<file path="config.mk">
export PLATFORM = sky130hd
export DESIGN_NAME = msc_mode_supply_regs
export DESIGN_NICKNAME = d
export VERILOG_FILES = /design/src/rtl/msc_pkg.sv /design/src/rtl/msc_frame_if.sv /design/src/rtl/msc_mode_supply_regs.sv /design/src/rtl/msc_pin_sync.sv /design/src/rtl/msc_spi_shift.sv
export VERILOG_INCLUDE_DIRS = /design/src /design/src/rtl
export SDC_FILE = /design/constraint.sdc
export NUM_CORES = 1
export LEC_CHECK = 0
export ABC_AREA = 1
export BUFFER_PORTS_ARGS = -buffer_cell sky130_fd_sc_hd__buf_2
export CORE_MARGIN = 8
export CORE_UTILIZATION = 40
export CTS_CLUSTER_SIZE = 40
export DETAILED_ROUTE_END_ITERATION = 8
export HOLD_SLACK_MARGIN = 0.15
export PLACE_DENSITY = 0.64
export SETUP_SLACK_MARGIN = 0.15
export SLEW_MARGIN = 20
export SYNTH_ARGS = -nofsm -noshare
export SYNTH_HDL_FRONTEND = slang
export SYNTH_SLANG_ARGS = --single-unit
</file>
<file path="constraint.sdc">
create_clock -name ref_clk -period 1.65 [get_ports ref_clk]
set_input_delay 0.2475 -clock ref_clk [delete_from_list [all_inputs] [get_ports ref_clk]]
set_output_delay 0.2475 -clock ref_clk [all_outputs]
set_load 0.02 [all_outputs]
</file>
<file path="src/rtl/msc_defines.svh">
`ifndef MSC_DEFINES_SVH
`define MSC_DEFINES_SVH
// ----------------------------------------
// register addresses (7-bit serial address)
// ----------------------------------------
`define MSC_ADDR_MS        7'h01
`define MSC_ADDR_HW        7'h02
// ----------------------------------------
// field encodings and masks
// ----------------------------------------
`define MSC_MODE_NORMAL    2'h0
`define MSC_MODE_SLEEP     2'h1
`define MSC_MODE_STOP      2'h2
`define MSC_MODE_SOFT      2'h3
`define MSC_MS_RESET       8'h00
`define MSC_MS_RESTART_KEEP 8'h23
`define MSC_HW_RESET       8'h00
`define MSC_HW_RESTART_KEEP 8'hd9
`define MSC_HW_SOFT_KEEP   8'h88
`define MSC_HW_WRITE_MASK  8'hfb
`define MSC_WD_ESC_FIRST   2'h1
`define MSC_WD_ESC_SECOND  2'h2
// ----------------------------------------
// timing
// ----------------------------------------
`define MSC_CLK_NS         100
`define MSC_RO_PULSE_NS    500
`define MSC_RO_PULSE_CYC   ((`MSC_RO_PULSE_NS + `MSC_CLK_NS - 1) / `MSC_CLK_NS)
`define MSC_FRAME_BITS     5'h10
`define MSC_CNT_OVER       5'h11
`define MSC_PIN_IDLE       3'h4
`endif

</file>
<file path="src/rtl/msc_pkg.sv">
// ----------------------------------------
// shared types
// ----------------------------------------
package msc_pkg;
  typedef logic [1:0] msc_mode_t;   // chip mode field
  typedef logic [7:0] msc_byte_t;   // one register byte
  typedef enum { msc_ro_idle, msc_ro_hold } msc_ro_state_t;
endpackage : msc_pkg

</file>
<file path="src/rtl/msc_frame_if.sv">
`timescale 1ns/100ps
// ----------------------------------------
// serial frame carrier between shifter and registers
// ----------------------------------------
interface msc_frame_if;
  logic       done;       // one-cycle pulse, full 16-bit frame ended
  logic       wr;         // access bit of the frame
  logic [6:0] addr;       // register address
  logic [7:0] data;       // data byte
  logic       addr_seen;  // one-cycle pulse, address byte complete
  logic [7:0] reply;      // byte to shift back in the data phase
  modport shifter (output done, output wr, output addr, output data,
                   output addr_seen, input reply);
  modport regs    (input done, input wr, input addr, input data,
                   input addr_seen, output reply);
endinterface : msc_frame_if

</file>
<file path="src/rtl/msc_mode_supply_regs.sv">
`timescale 1ns/100ps
`include "msc_defines.svh"

// Function
// RULE_01 - mode field: normal, sleep, stop, soft reset
// RULE_02 - stop to sleep write is refused
// RULE_03 - restart sets mode field to normal
// RULE_04 - restart or overtemperature clears second regulator field
// RULE_05 - bit five switches third regulator on
// RULE_06 - second regulator field selects its on modes
// RULE_07 - overvoltage reaction bit enables escalation
// RULE_08 - two bits select main reset threshold
// RULE_09 - mode register resets zero, restart keeps few
// RULE_10 - write frame returns previous register content
// RULE_11 - voltage bit selects third regulator level
// RULE_12 - suppress bit keeps reset output released
// RULE_13 - software bit turns failure outputs on
// RULE_14 - failure flag, not bit, ends failure outputs
// RULE_15 - undervoltage bit keeps third regulator running
// RULE_16 - bit three selects load sharing operation
// RULE_17 - stop bit enables load sharing in stop
// RULE_18 - config bit picks first or second escalation
// RULE_19 - reserved hardware bit reads zero
// RULE_20 - restart keeps selected hardware control bits
// RULE_21 - host sends address, access bit, data byte
// RULE_22 - restart clears software failure output bit
// RULE_23 - soft reset keeps voltage and sharing bits
// RULE_24 - written fields hold until rewrite or reset
module msc_mode_supply_regs (
  // clock and reset
  input  wire logic             ref_clk,
  input  wire logic             reset,
  // serial link pins
  input  wire logic             csn_n,
  input  wire logic             sclk,
  input  wire logic             sdi,
  output      logic             sdo_out,
  output      logic             sdo_oe_n,
  // chip events and conditions
  input  wire logic             restart_entry,
  input  wire logic             overtemp_event,
  input  wire logic             main_overvoltage,
  input  wire logic             fail_safe_active,
  input  wire logic             supply_undervoltage,
  input  wire logic             high_power_mode,
  input  wire logic             failure_status,
  // requested mode and reset control
  output msc_pkg::msc_mode_t    chip_mode,
  output      logic             soft_reset_pulse,
  output      logic             reset_output_low,
  // supply control
  output      logic             second_regulator_on,
  output      logic             third_regulator_on,
  output      logic             third_regulator_voltage_sel,
  output      logic             third_reg_load_sharing,
  output      logic [1:0]       main_reset_threshold,
  output      logic             main_overvoltage_flag,
  output      logic             main_ov_escalate,
  // failure handling
  output      logic             failure_outputs,
  output      logic [1:0]       wd_fail_escalate_count
);
  import msc_pkg::*;

  // ----------------------------------------
  // frame path
  // ----------------------------------------
  msc_frame_if frame ();          // shifter to register carrier
  logic [2:0]  pins_clean;        // {csn_n, sclk, sdi} after filter

  // pins from the far side cross with three flops
  msc_pin_sync #(
    .W    (3),
    .IDLE (`MSC_PIN_IDLE)
  ) u_sync (
    .ref_clk (ref_clk),
    .reset   (reset),
    .pin     ({csn_n, sclk, sdi}),
    .clean   (pins_clean)
  );

  // host sends address, access bit and data in one frame
  msc_spi_shift u_shift (
    .ref_clk  (ref_clk),
    .reset    (reset),
    .csn_n_s  (pins_clean[2]),
    .sclk_s   (pins_clean[1]),
    .sdi_s    (pins_clean[0]),
    .sdo_out  (sdo_out),
    .sdo_oe_n (sdo_oe_n),
    .frame    (frame)
  );

  // ----------------------------------------
  // register state
  // ----------------------------------------
  msc_byte_t     mode_and_supply_control;   // mode and supply register
  msc_byte_t     hardware_config_control;   // hardware control register
  msc_byte_t     next_ms;                   // next mode and supply value
  msc_byte_t     next_hw;                   // next hardware value
  msc_ro_state_t ro_state;                  // reset output sequence
  msc_ro_state_t next_ro_state;
  logic [2:0]    ro_cnt;                    // reset output hold count
  logic [2:0]    next_ro_cnt;

  // ----------------------------------------
  // field views
  // ----------------------------------------
  wire [1:0] mode_field   = mode_and_supply_control[7:6];
  wire       third_enable = mode_and_supply_control[5];
  wire [1:0] second_regulator_mode = mode_and_supply_control[4:3];
  wire       main_ov_reaction_enable = mode_and_supply_control[2];
  wire       third_reg_undervolt_keep_on = hardware_config_control[4];
  wire       soft_reset_output_suppress = hardware_config_control[6];
  wire       failure_output_sw_activate = hardware_config_control[5];
  wire       load_sharing_stop_enable = hardware_config_control[1];
  wire       cfg_first_fail = hardware_config_control[0];

  // ----------------------------------------
  // write decode
  // ----------------------------------------
  wire       frame_write = frame.done & frame.wr;       // [RULE_21]
  wire       wr_ms = frame_write & (frame.addr == `MSC_ADDR_MS);
  wire       wr_hw = frame_write & (frame.addr == `MSC_ADDR_HW);
  wire [1:0] wr_mode = frame.data[7:6];
  // soft reset code executes instead of storing
  wire       soft_cmd = wr_ms & (wr_mode == `MSC_MODE_SOFT);        // [RULE_01]
  // stop to sleep is not a legal software move
  wire       stop_to_sleep = (mode_field == `MSC_MODE_STOP) &
                             (wr_mode == `MSC_MODE_SLEEP);          // [RULE_02]
  wire [7:0] ms_write_val = stop_to_sleep ? {mode_field, frame.data[5:0]}
                                          : frame.data;             // [RULE_02]

  // ----------------------------------------
  // readback, old content during a write
  // ----------------------------------------
  wire [7:0] rd_ms = mode_and_supply_control;
  wire [7:0] rd_hw = hardware_config_control & `MSC_HW_WRITE_MASK;  // [RULE_19]
  assign frame.reply = (frame.addr == `MSC_ADDR_MS) ? rd_ms :
                       (frame.addr == `MSC_ADDR_HW) ? rd_hw : 8'h00; // [RULE_10]

  // ----------------------------------------
  // next mode and supply value
  // ----------------------------------------
  // priority: soft reset, restart, overtemperature, host write
  always_comb begin
    next_ms = mode_and_supply_control;                        // [RULE_24]
    if (wr_ms) begin
      next_ms = ms_write_val;
    end
    if (overtemp_event) begin
      next_ms[4:3] = 2'h0;                                    // [RULE_04]
    end
    if (restart_entry) begin
      // mode falls to normal, regulator two to off
      next_ms = mode_and_supply_control & `MSC_MS_RESTART_KEEP; // [RULE_03] [RULE_04] [RULE_09]
    end
    if (soft_cmd) begin
      next_ms = `MSC_MS_RESET;                                // [RULE_09]
    end
  end

  // ----------------------------------------
  // next hardware control value
  // ----------------------------------------
  always_comb begin
    next_hw = hardware_config_control;                        // [RULE_24]
    if (wr_hw) begin
      next_hw = frame.data & `MSC_HW_WRITE_MASK;              // [RULE_19]
    end
    if (restart_entry) begin
      // drops the software failure output bit too
      next_hw = hardware_config_control & `MSC_HW_RESTART_KEEP; // [RULE_20] [RULE_22]
    end
    if (soft_cmd) begin
      next_hw = hardware_config_control & `MSC_HW_SOFT_KEEP;  // [RULE_23]
    end
  end

  // register update
  always_ff @(posedge ref_clk) begin
    if (reset) begin
      mode_and_supply_control <= `MSC_MS_RESET;               // [RULE_09]
      hardware_config_control <= `MSC_HW_RESET;
    end else begin
      mode_and_supply_control <= next_ms;
      hardware_config_control <= next_hw;
    end
  end

  // ----------------------------------------
  // soft reset and reset output sequence
  // ----------------------------------------
  // the suppress bit is read before the soft reset clears it
  always_comb begin
    next_ro_state = ro_state;
    next_ro_cnt   = ro_cnt;
    case (ro_state)
      msc_ro_idle: begin
        if (soft_cmd && !soft_reset_output_suppress) begin  // [RULE_12]
          next_ro_state = msc_ro_hold;
          next_ro_cnt   = 3'(`MSC_RO_PULSE_CYC - 1);
        end
      end
      msc_ro_hold: begin
        if (ro_cnt == 3'h0) begin
          next_ro_state = msc_ro_idle;
        end else begin
          next_ro_cnt = ro_cnt - 3'h1;
        end
      end
      default: begin
        next_ro_state = msc_ro_idle;
      end
    endcase
  end

  // sequence state
  always_ff @(posedge ref_clk) begin
    if (reset) begin
      ro_state <= msc_ro_idle;
      ro_cnt   <= 3'h0;
    end else begin
      ro_state <= next_ro_state;
      ro_cnt   <= next_ro_cnt;
    end
  end

  // ----------------------------------------
  // supply and failure decode
  // ----------------------------------------
  wire in_normal = (mode_field == `MSC_MODE_NORMAL);
  wire in_stop   = (mode_field == `MSC_MODE_STOP);
  wire next_second_on =
    (second_regulator_mode == 2'h1) ? in_normal :
    (second_regulator_mode == 2'h2) ? (in_normal | in_stop) :
    (second_regulator_mode == 2'h3) ? ~fail_safe_active : 1'b0;    // [RULE_06]
  // undervoltage shutdown unless told to keep running
  wire uv_off    = supply_undervoltage & ~third_reg_undervolt_keep_on; // [RULE_15]
  // load sharing may be parked in stop and high power mode
  wire ls_park   = hardware_config_control[3] & (in_stop | high_power_mode) &
                   ~load_sharing_stop_enable;                      // [RULE_16] [RULE_17]
  wire next_third_on = third_enable & ~uv_off & ~ls_park;          // [RULE_05]
  // failure flag keeps outputs on after the software bit clears
  wire next_fail_out = failure_output_sw_activate | failure_status; // [RULE_13] [RULE_14]
  wire [1:0] next_wd_count = cfg_first_fail ? `MSC_WD_ESC_FIRST
                                            : `MSC_WD_ESC_SECOND;  // [RULE_18]

  // registered control outputs
  always_ff @(posedge ref_clk) begin
    if (reset) begin
      chip_mode <= `MSC_MODE_NORMAL; soft_reset_pulse <= 1'b0;
      reset_output_low <= 1'b0; second_regulator_on <= 1'b0;
      third_regulator_on <= 1'b0; third_regulator_voltage_sel <= 1'b0;
      third_reg_load_sharing <= 1'b0; main_reset_threshold <= 2'h0;
      main_overvoltage_flag <= 1'b0; main_ov_escalate <= 1'b0;
      failure_outputs <= 1'b0; wd_fail_escalate_count <= `MSC_WD_ESC_SECOND;
    end else begin
      chip_mode <= mode_field;                                     // [RULE_01]
      soft_reset_pulse <= soft_cmd;                                // [RULE_01]
      reset_output_low <= (next_ro_state == msc_ro_hold);          // [RULE_12]
      second_regulator_on <= next_second_on;
      third_regulator_on <= next_third_on;
      third_regulator_voltage_sel <= hardware_config_control[7];   // [RULE_11]
      third_reg_load_sharing <= hardware_config_control[3];        // [RULE_16]
      main_reset_threshold <= mode_and_supply_control[1:0];        // [RULE_08]
      main_overvoltage_flag <= main_overvoltage;                   // [RULE_07]
      main_ov_escalate <= main_overvoltage & main_ov_reaction_enable; // [RULE_07]
      failure_outputs <= next_fail_out;
      wd_fail_escalate_count <= next_wd_count;
    end
  end
endmodule : msc_mode_supply_regs

</file>
<file path="src/rtl/msc_pin_sync.sv">
`timescale 1ns/100ps
// ----------------------------------------
// three-stage pin synchroniser with agreement filter
// ----------------------------------------
module msc_pin_sync #(
  parameter int unsigned W = 3,
  parameter logic [W-1:0] IDLE = '0
) (
  // clock and reset
  input  wire logic         ref_clk,
  input  wire logic         reset,
  // pins and clean copies
  input  wire logic [W-1:0] pin,
  output      logic [W-1:0] clean
);
  logic [W-1:0] s1;  // metastable stage, read by s2 only
  logic [W-1:0] s2;  // second stage
  logic [W-1:0] s3;  // third stage
  // a change counts once stages two and three agree
  wire  [W-1:0] next_clean = (s3 & ~(s2 ^ s3)) | (clean & (s2 ^ s3));

  // synchroniser chain
  always_ff @(posedge ref_clk) begin
    if (reset) begin
      s1    <= IDLE;
      s2    <= IDLE;
      s3    <= IDLE;
      clean <= IDLE;
    end else begin
      s1    <= pin;
      s2    <= s1;
      s3    <= s2;
      clean <= next_clean;
    end
  end
endmodule : msc_pin_sync

</file>
<file path="src/rtl/msc_spi_shift.sv">
`timescale 1ns/100ps
`include "msc_defines.svh"
// ----------------------------------------
// 16-bit serial frame shifter, lsb first
// ----------------------------------------
module msc_spi_shift (
  // clock and reset
  input  wire logic   ref_clk,
  input  wire logic   reset,
  // synchronised pins
  input  wire logic   csn_n_s,
  input  wire logic   sclk_s,
  input  wire logic   sdi_s,
  // serial output, enable low while driving
  output      logic   sdo_out,
  output      logic   sdo_oe_n,
  // frame carrier
  msc_frame_if.shifter frame
);
  import msc_pkg::*;
  logic [15:0] rx;        // received bits, bit n at index n
  logic [4:0]  cnt;       // bits seen; over-count parks at MSC_CNT_OVER
  logic        sclk_d;    // previous clock level
  logic        csn_d;     // previous select level
  msc_byte_t   tx;        // reply byte
  wire rise    = sclk_s & ~sclk_d & ~csn_n_s;
  wire fall    = ~sclk_s & sclk_d & ~csn_n_s;
  wire sel_beg = ~csn_n_s & csn_d;
  wire sel_end = csn_n_s & ~csn_d;
  wire data_ph = cnt[3] & ~cnt[4];
  assign frame.addr = rx[6:0];
  assign frame.wr   = rx[7];
  assign frame.data = rx[15:8];

  // shift, count and frame strobes
  always_ff @(posedge ref_clk) begin
    if (reset) begin
      rx <= 16'h0000; cnt <= 5'h00; sclk_d <= 1'b0; csn_d <= 1'b1;
      tx <= 8'h00; sdo_out <= 1'b0; sdo_oe_n <= 1'b1;
      frame.done <= 1'b0; frame.addr_seen <= 1'b0;
    end else begin
      sclk_d <= sclk_s;
      csn_d  <= csn_n_s;
      sdo_oe_n <= csn_n_s;
      frame.done <= sel_end & (cnt == `MSC_FRAME_BITS);
      frame.addr_seen <= rise & (cnt == 5'h07);
      if (sel_beg) begin
        cnt <= 5'h00;
        sdo_out <= 1'b0;
      end else if (rise && cnt != `MSC_CNT_OVER) begin
        rx[cnt[3:0]] <= (cnt[4]) ? rx[cnt[3:0]] : sdi_s;
        cnt <= cnt + 5'h01;
      end
      if (frame.addr_seen) tx <= frame.reply;
      // old content goes out while the new byte comes in
      if (fall) sdo_out <= data_ph ? tx[cnt[2:0]] : 1'b0;  // [RULE_10]
    end
  end
endmodule : msc_spi_shift

</file>
==> results.md, run 1 <==
- Number of synthesis warnings: 0
- CTS max path bufs: 2
- TritonCTS clock tree: done
- #FFs+latches synth: 111
- Total CTS buffers: 9
- DRC Markers: 0
- Number of synthesized flops with an enable pin: 0
- Crit path buffers/inverters: 1
- Largest net degree at the start of global routing: 25
- Max Cap Viol: 0
- Seq. cell area: 2250 um^2
- Layout Nets: 650
- # fillers: 970
- R2r setup slk: 0.08 ns
- Fin cells: 773
- Maximum achievable frequency: 637 MHz
- Primary FF master, synth: dfxtp_1
- Antenna-violating nets left: 0
- Total Routing Usage GR: 0.132
- Gpl congestion: 0.854
- Layout area overhead: 27.9%
- Ant diodes: 0
- Reg clk slew, reported paths: 0.10 ns
- Hold Path Class: in2reg
- Share of layout cells above drive strength 1: 0.265
- Worst path cell trace: ha_4, nand3_2, nand2_4, nor2_4, nand2_4, nor2_4, buf_4, a21oi_2
- Yosys cell types: 36
- Setup violations, final: 0
- Ports: 29
- Crit-path max cell delay: 0.39 ns
- Syn avg cell area: 7.94 um^2
- Setup TNS Final: 0 ns
- Average via count per standard cell: 4.67
- Max IR drop VDD: 514 uV
- CP Capture Type: flip-flop
- Arr. time, crit path: 1.84 ns
- Clk sinks: 111
- DR vias: 3608
- Initial core utilization: 0.412
- Drt pass-1 iters: 4
- Max-slew headroom: 0.631
- Row cnt: 37
- Worst Path Max Fanout: 6
- Area after DPL: 4780 um^2
- Status: finished, final reports clean
- H-Tree Depth: 3
- Startpoint Class: flip-flop
- Worst Path Required: 1.92 ns
- Inst Count DP: 733
- Chip width: 119 um
- Setup CP Type: reg2reg
- Tmin final: 1.57 ns
- Power per Cell Area: 814 nW/um^2
- Clock Latency Late Sink: 0.37 ns
- Final worst path period share: 0.952
- Post-DP HPWL: 6800 um
- Clock Skews: 0.00759 ns
- Post-Synthesis Cells: 536
- Die H: 119 um
- Vias in the first global route: 3334
- Area of the multi-input gates: 2040 um^2
- Core area: 10300 um^2
- Root Driver: clkbuf_8
- Die area: 14200 um^2
- PortBufs: 28
- Static Leak: 2.37 nW
- First-pass GRT wire length: 15600 um
- Post-synth design cell area: 4260 um^2
- Seq/Total Area, Yosys: 0.522
- Initial antenna violation count: 0
- WL/cell: 12.4 um
- Cell family with most CP delay: simple AND/OR/NAND/NOR gates
- Post-route design area: 5440 um^2
- Final worst slack: 0.0793 ns
- Total wire length: 9580 um
- Ys async rst share: 0
- Max Transition Viols Final: 0
- Final hold violations: 0
- Drt initial violations: 197
- Worst path slowest cell: dfxtp_4
- Gr ovfl total: 0
- Slew @ Worst Pin: 0.553 ns
- RSZ-0062 raised after global routing: true
- Place WS: 0.0403 ns
[Yosys cell counts (2+ instances only)]
cell type	number	share of area
dfxtp_1	111	0.52
nand2_2	6	0.0088
nor3b_1	4	0.0071
nand3_2	2	0.0047
nor2_4	3	0.0079
ha_1	6	0.018
nand4_1	3	0.0044
o21ai_0	40	0.047
nor4_1	3	0.0044
a21oi_1	33	0.039
nand3_1	31	0.036
o211ai_1	7	0.012
o21ai_1	7	0.0082
or2_2	3	0.0044
a21oi_2	11	0.023
inv_2	4	0.0035
nor3_1	2	0.0024
inv_1	80	0.071
clkbuf_1	6	0.0053
nor2_1	81	0.071
nand2_1	76	0.067
o221ai_1	2	0.0041
buf_4	2	0.0035
[path summary, 6_finish.rpt]
check,start,end,depth (start not counted)
worst max-delay path,u_shift.cnt[0],u_shift.rx[13],8
worst min-delay path,fail_safe_active,second_regulator_on,3
worst max register to register,u_shift.cnt[0],u_shift.rx[13],8
worst min register to register,u_sync.s1[1],u_sync.s2[1],2
[worst reg2reg max path, delay by kind of cell (launching register included)]
family                   cells  cell delay (ns)
AO/OA/AOI/OAI                1             0.04
adder cells (fa/ha/maj)      1             0.19
buffers and inverters        1             0.11
flip-flops                   1             0.39
AND/OR/NAND/NOR              5             0.73
[registers in the layout (all words and copies together), names as in the netlist, 2 cells and up, named ones only]
name,count
u_shift.rx,16
u_sync.s1,3
main_reset_threshold,2
ro_cnt,3
u_shift.tx,8
u_sync.s2,3
mode_and_supply_control,8
chip_mode,2
ro_state,32
wd_fail_escalate_count,2
u_sync.s3,3
u_shift.cnt,5
hardware_config_control,7
[routing by layer]
metal / vias to the layer above / global-route usage / part of all wire
met5: - / 0 / 0
met4: 0 / 0.0498 / 0.023
met3: 19 / 0.0331 / 0.039
met2: 67 / 0.215 / 0.47
met1: 1652 / 0.166 / 0.46
li1: 1870 / - / -
[power by group]
part | switching (mW) | internal (mW)
Combinational | 0.0830 | 0.0535
Sequential | 0.0144 | 2.72
Clock | 0.950 | 0.612
[stage by stage]
step | hold slack [ns] | utilization | power, mW
floorplan | 0.324 | - | 2.87
global placement | 0.389 | 0.463 | 2.91
detailed placement | 0.396 | 0.463 | 2.92
CTS | 0.161 | 0.492 | 4.48
global route | 0.200 | 0.527 | 4.60
finish | 0.179 | 0.527 | 4.43
[layout by cell type, fill, tap and decap left out, types with 4 or more instances in the layout]
cell	instances
dfxtp_1	102
o21ai_1	14
nor2_4	12
a21oi_1	32
o211ai_1	7
o21ai_0	27
buf_6	4
dfxtp_2	4
a21oi_2	12
nand2_1	69
inv_2	9
nand3_2	4
inv_1	72
clkbuf_8	10
dlygate4sd3_1	7
buf_2	28
conb_1	31
ha_1	5
buf_4	25
nor2_2	13
nand2_4	5
o21ai_2	6
nand2_2	7
dfxtp_4	5
nand3_1	27
nor2_1	60
[cells by family after synthesis]
group                      synth area share
AOI/OAI and AO/OA                     0.137
adders and majority gates            0.0176
buffers and inverters                0.0911
DFF                                   0.522
other                              0.000881
and+or+nand+nor                       0.232
[cell type report]
class,count,share of cell area
well taps,136,0.0313
inverters,84,0.0593
multi-input cells,360,0.374
clock inverters,6,0.00988
clock buffers,10,0.0253
repair buffers,66,0.0878
flip-flops and latches,111,0.413
[timing repair]
item / in CTS / in global routing
endpoints found under the setup margin: 28 / 43
pin swaps: 2 / 23
cloned: 0 / 1
setup buffers: 3 / 13
hold endpoints to repair: 9 / 0
hold buffers: 7 / 0
resized for setup: 7 / 87
(Power assumes the default switching activity.)
==> run 2: changes to the inputs <==
--- a/config.mk
+++ b/config.mk
@@ -13,7 +13,7 @@
 export CTS_CLUSTER_SIZE = 40
 export DETAILED_ROUTE_END_ITERATION = 8
 export HOLD_SLACK_MARGIN = 0.15
-export PLACE_DENSITY = 0.64
+export PLACE_DENSITY = 0.63
 export SETUP_SLACK_MARGIN = 0.15
 export SLEW_MARGIN = 20
 export SYNTH_ARGS = -nofsm -noshare
==> run 2 against run 1 <==
Compared with the run above:
- register-to-register slack improved by 0.07 ns
- maximum frequency rose by 4.9%
- global-route usage fell by 0.088 points
- flip-flop and latch count did not move
- wire length fell by 2.5%
- first-iteration DRC count fell by 17%
- count of clock-buffer cells in the layout fell by 1
- hold slack got worse by 0.018 ns
- sequential power barely moved
- cell count fell by 0.13%
- clock power rose by 16%
- critical path type unchanged
- largest power group unchanged
==> results.md, run 2 (same netlist as run 1, synthesis figures left out) <==
- Post-DP HPWL: 6750 um
- R2r endpoint: u_shift.rx[9]
- Status: finished, final reports clean
- Static Leak: 2.34 nW
- Root Driver: clkbuf_8
- Final hold violations: 0
- Chip width: 119 um
- Average via count per standard cell: 4.62
- Biggest register: ro_state
- DR vias: 3570
- Die area: 14200 um^2
- PortBufs: 28
- Power per Cell Area: 857 nW/um^2
- Top Layer Used: met4
- Worst Path Required: 1.97 ns
- Die H: 119 um
- Ant diodes: 0
- Hold Path Stages: 3
- Layout Nets: 649
- Reg clk slew, reported paths: 0.11 ns
- Hold Path Class: in2reg
- Largest net degree at the start of global routing: 22
- Setup CP Type: reg2reg
- Core area: 10300 um^2
- Maximum achievable frequency: 668 MHz
- Clock Latency Late Sink: 0.38 ns
- Startpoint Class: flip-flop
- Leading cell type in the layout, fill and taps excluded: dfxtp_1
- CP Capture Type: flip-flop
- Gpl congestion: 0.854
- Worst Path Max Fanout: 7
- Setup TNS Final: 0 ns
- Initial core utilization: 0.412
- DRC Markers: 0
- Drt pass-1 iters: 4
- Max Cap Viol: 0
- Met1 WL: 4470 um
- Ports: 29
- Gr ovfl total: 0
- Row cnt: 37
- H-Tree Depth: 3
- Tmin final: 1.50 ns
- Most frequent cells in the layout: 101 x dfxtp_1, 76 x inv_1, 71 x nand2_1, 61 x nor2_1, 32 x a21oi_1
- Total CTS buffers: 9
- Clock Skews: 0.0139 ns
- Worst R2R Start: u_shift.cnt[0]
- Share of layout cells above drive strength 1: 0.250
- Top Registers: ro_state x32, u_shift.rx x16
- Total Routing Usage GR: 0.131
- Initial antenna violation count: 0
- Met2 wire length: 4240 um
- WL/cell: 12.1 um
- Drt initial violations: 164
- Max IR drop VDD: 382 uV
- Total wire length: 9340 um
- Antenna-violating nets left: 0
- First-pass GRT wire length: 15400 um
- Setup violations, final: 0
- TritonCTS clock tree: done
- R2r setup slk: 0.15 ns
- DR WL met3: 389 um
- Vias in the first global route: 3394
- Max Transition Viols Final: 0
- Clk sinks: 111
- Max FFs per register: 32
- CTS max path bufs: 2
- Layout area overhead: 28.4%
- Final Core Density: 0.529
- Worst Hold Launch: fail_safe_active
- Arr. time, crit path: 1.82 ns
- Crit path from: u_shift.cnt[0]
- RSZ-0062 raised after global routing: true
- Final worst path period share: 0.907
- R2R cell count: 9
- Hold endpoint: second_regulator_on
run 2: cell count changes in the layout (fill, tap and decap cells not counted), sizes merged:
| cell | before | now |
|---|---|---|
| inv | 86 | 85 |
| bufinv | 0 | 2 |
| buf | 59 | 57 |
| clkinvlp | 2 | 1 |
| clkinv | 2 | 3 |
run 2: power by group:
group	leakage, nW	internal (mW)	total (mW)	switching (mW)
Clock	0.112	0.873	1.81	0.937
Sequential	0.913	2.73	2.74	0.0136
Combinational	1.31	0.0506	0.130	0.0796
Total	2.34	3.65	4.68	1.03
run 2: how the worst max path moves through the flow:
stage	to	slack (ns)
2_1_floorplan	u_shift.rx[6]	0.16
3_3_place_gp	u_shift.rx[3]	0.12
3_5_place_dp	u_shift.rx[1]	0.04
4_1_cts	mode_and_supply_control[6]	0.14
5_1_grt	u_shift.rx[13]	0.08
6_report	u_shift.rx[9]	0.15
run 2: what timing repair did:
item / in CTS / in global routing
hold buffers: 7 / 0
setup buffers: 7 / 4
hold endpoints to repair: 9 / 0
resized for setup: 13 / 65
setup endpoints to repair: 19 / 43
pin swaps: 3 / 17
cloned: 0 / 2
run 2: per-stage QoR:
stage / instance area, um^2 / worst slack (ns) / instances / total power [mW] / hold slack (ns)
3_3_place_gp: 4790 / 0.120 / 736 / 2.91 / 0.389
2_1_floorplan: 4420 / 0.155 / 566 / 2.87 / 0.324
4_1_cts: 5190 / 0.144 / 766 / 4.73 / 0.154
3_5_place_dp: 4790 / 0.0446 / 736 / 2.92 / 0.398
6_report: 5460 / 0.153 / 772 / 4.68 / 0.161
5_1_grt: 5460 / 0.0773 / 772 / 4.86 / 0.177
run 2: layer usage:
| layer | global-route usage | up-vias |
|---|---|---|
| met1 | 0.161 | 1616 |
| met2 | 0.210 | 68 |
| met3 | 0.0340 | 15 |
| met5 | 0 | - |
| li1 | - | 1871 |
| met4 | 0.0672 | 0 |
run 2: cell type report:
| cell class | instances | area, um^2 |
|---|---|---|
| tap | 136 | 170 |
| inverter | 84 | 323 |
| sequential | 111 | 2240 |
| timing repair buffer | 65 | 477 |
| fill | 966 | 4860 |
| clock inverter | 7 | 105 |
| multi-input combinational | 360 | 2030 |
| clock buffer | 9 | 124 |
run 2: worst max-delay path: stages, from the launching register on:
cell	delay, ns
dfxtp_4	0.41
ha_4	0.18
nand3_4	0.09
nand2_4	0.08
nor2_4	0.13
buf_12	0.15
nand2_4	0.07
nor2_2	0.12
o21ai_0	0.11
a21oi_2	0.11
==> run 3: changes to the inputs <==
--- a/config.mk
+++ b/config.mk
@@ -6,7 +6,7 @@
 export SDC_FILE = /design/constraint.sdc
 export NUM_CORES = 1
 export LEC_CHECK = 0
-export ABC_AREA = 1
+export ABC_AREA = 0
 export BUFFER_PORTS_ARGS = -buffer_cell sky130_fd_sc_hd__buf_2
 export CORE_MARGIN = 8
 export CORE_UTILIZATION = 40
==> run 3 against run 2 <==
Compared with the run above:
- the run now ends with setup timing left
- non-clock buffer count rose by 21
- hold slack improved by 0.033 ns
- cell area rose by 0.60%
- via count fell by 12%
- critical path depth fell by 3
- cell count fell by 16%
- register-to-register slack got worse by 0.31 ns
- count of clock-buffer cells in the layout did not move
- combinational power fell by 14%
- total power fell by 4.1%
- wire length fell by 2.5%
- flip-flop and latch count did not move
- critical path type unchanged
- largest cell class unchanged
- highest routed layer unchanged
==> results.md, run 3 <==
- Status: finished, violations left
- Failing checks: setup timing
- Maximum achievable frequency: 554 MHz
- Total CTS buffers: 9
- Post-synth design cell area: 4260 um^2
- DRC Markers: 0
- Final hold violations: 0
- Top cells by instance count after synthesis: 111 x dfxtp_1, 33 x mux2i_1, 32 x nor2_1
- RSZ-0062 raised after global routing: true
- Static Leak: 2.12 nW
- # fillers: 944
- Die H: 119 um
- Post-DP HPWL: 6480 um
- Area after DPL: 4900 um^2
- Inst Count DP: 617
- Final worst slack: -0.155 ns
- Place WS: -0.162 ns
- Post-route design area: 5500 um^2
- TritonCTS clock tree: done
- Initial antenna violation count: 0
- Switch Pwr: 1.10 mW
- Biggest register: ro_state
- Hold Path Class: in2reg
- Largest net degree at the start of global routing: 44
- CTS max path bufs: 2
- Area of the multi-input gates: 2170 um^2
- Ys async rst share: 0
- WL/cell: 14.1 um
- Fin cells: 647
- Reg clk slew, reported paths: 0.11 ns
- Antenna-violating nets left: 0
- Setup CP Type: reg2reg
- Initial core utilization: 0.412
- Vias in the first global route: 3204
- Syn avg cell area: 10.6 um^2
- DR vias: 3149
- Average via count per standard cell: 4.87
- Total Routing Usage GR: 0.133
- Primary FF master, synth: dfxtp_1
- Power per Cell Area: 816 nW/um^2
- Max IR drop VDD: 541 uV
- Max Transition Viols Final: 0
- Ports: 29
- Synth top area share: 0.522
- Total wire length: 9100 um
- Number of synthesized flops with an enable pin: 0
- First-pass GRT wire length: 15400 um
- Switching part of the total: 0.245
- Ant diodes: 0
- Arr. time, crit path: 2.12 ns
- Number of synthesis warnings: 0
- Core area: 10300 um^2
- Max-slew headroom: 0.628
- Leading cell type in the layout, fill and taps excluded: dfxtp_1
- H-Tree Depth: 3
- Drt pass-1 iters: 4
- Clk sinks: 111
- Clock Skews: 0.0116 ns
- Max Cap Viol: 0
- Max FFs per register: 32
- Crit path from: u_shift.cnt[1]
- Chip width: 119 um
- Worst Path Max Fanout: 7
- Setup violations, final: 32
- Tmin final: 1.81 ns
- Seq/Total Area, Yosys: 0.522
- Share of layout cells above drive strength 1: 0.311
- Top Registers: ro_state x32, u_shift.rx x16
- Slew @ Worst Pin: 0.558 ns
- Synth top area cells: dfxtp_1 52%, mux2i_1 7.8%, nor2b_1 3.5%
- Drt initial violations: 206
- #FFs+latches synth: 111
- Most frequent cells in the layout: 103 x dfxtp_1, 41 x buf_4, 33 x mux2i_1, 31 x conb_1
- Post-Synthesis Cells: 400
- Die area: 14200 um^2
- Seq pwr share: 0.611
- Seq. cell area: 2240 um^2
- Clock Latency Late Sink: 0.37 ns
- Synth area leader: dfxtp_1
- Gpl congestion: 0.879
- Combinational Power Share: 0.025
- Yosys cell types: 58
- PortBufs: 28
- Row cnt: 37
- Layout area overhead: 29.1%
- Layout Nets: 524
- Gr ovfl total: 0
- Final worst path period share: 1.09
- Startpoint Class: flip-flop
- Worst Hold Launch: reset
- Clk pwr share: 0.364
- Root Driver: clkbuf_8
- Pint: 3.39 mW
- Worst R2R Start: u_shift.cnt[1]
- CP Capture Type: flip-flop
- Worst Path Required: 1.97 ns
- Count leader, synth: dfxtp_1
## run 3: metal layers
| layer | routed length (um) | vias to the layer above | part of all wire | track usage |
|---|---|---|---|---|
| li1 | - | 1580 | - | - |
| met3 | 303 | 8 | 0.033 | 0.0354 |
| met1 | 4180 | 1520 | 0.46 | 0.162 |
| met5 | 0 | - | 0 | 0 |
| met4 | 156 | 0 | 0.017 | 0.0498 |
| met2 | 4460 | 41 | 0.49 | 0.220 |
## run 3: cell type report
type | instances | area share
repair buffers | 86 | 0.122
multi-input cells | 286 | 0.394
well taps | 136 | 0.0310
inverters | 12 | 0.00865
clock inverters | 7 | 0.0148
clock buffers | 9 | 0.0225
flip-flops and latches | 111 | 0.407
## run 3: power by group through the flow
stage / combinational (mW) / clock [mW] / sequential (mW)
2_1_floorplan: 0.0525 / 0 / 2.81
3_3_place_gp: 0.0943 / 0 / 2.80
3_5_place_dp: 0.0964 / 0 / 2.81
4_1_cts: 0.110 / 1.69 / 2.74
5_1_grt: 0.128 / 1.79 / 2.75
6_report: 0.112 / 1.63 / 2.74
## run 3: kinds of logic (layout without fill, tap and decap cells)
| group | after synthesis | after routing | synth area share |
|---|---|---|---|
| AND/OR/NAND/NOR | 151 | 151 | 0.202 |
| buffers and inverters | 33 | 114 | 0.0470 |
| flip-flops | 111 | 111 | 0.522 |
| XOR/XNOR | 4 | 4 | 0.00823 |
| AO/OA/AOI/OAI | 56 | 56 | 0.0991 |
| multiplexers | 38 | 38 | 0.103 |
| adder cells (fa/ha/maj) | 6 | 6 | 0.0176 |
| other | 1 | 31 | 0.000881 |
## run 3: worst max-delay path, cell delays in order (launching register included)
cell	delay [ns]
dfxtp_4	0.37
buf_4	0.16
mux2i_1	0.14
mux4_2	0.52
a221oi_4	0.24
buf_6	0.16
a31o_1	0.15
## run 3: what timing repair did
action	CTS	global route
pin swaps	14	11
endpoints found under the setup margin	50	50
hold endpoints to repair	7	0
hold buffers	6	0
setup buffers	1	7
resized for setup	37	29
## run 3: metrics by stage
stage,hold WS (ns),setup TNS [ns],utilization,total power [mW]
global route,0.205,-4.39,0.532,4.67
finish,0.194,-1.51,0.532,4.49
detailed placement,0.409,-3.19,0.475,2.90
CTS,0.185,-1.13,0.514,4.54
floorplan,0.326,-2.57,-,2.86
global placement,0.400,-2.48,0.475,2.90
## run 3: final timing paths
kind / cells after the start / slack, ns / endpoint
min reg2reg: 1 / 0.43 / u_sync.s2[2]
max reg2reg: 6 / -0.16 / u_shift.rx[11]
min: 3 / 0.19 / u_shift.sdo_oe_n
max: 6 / -0.16 / u_shift.rx[11]
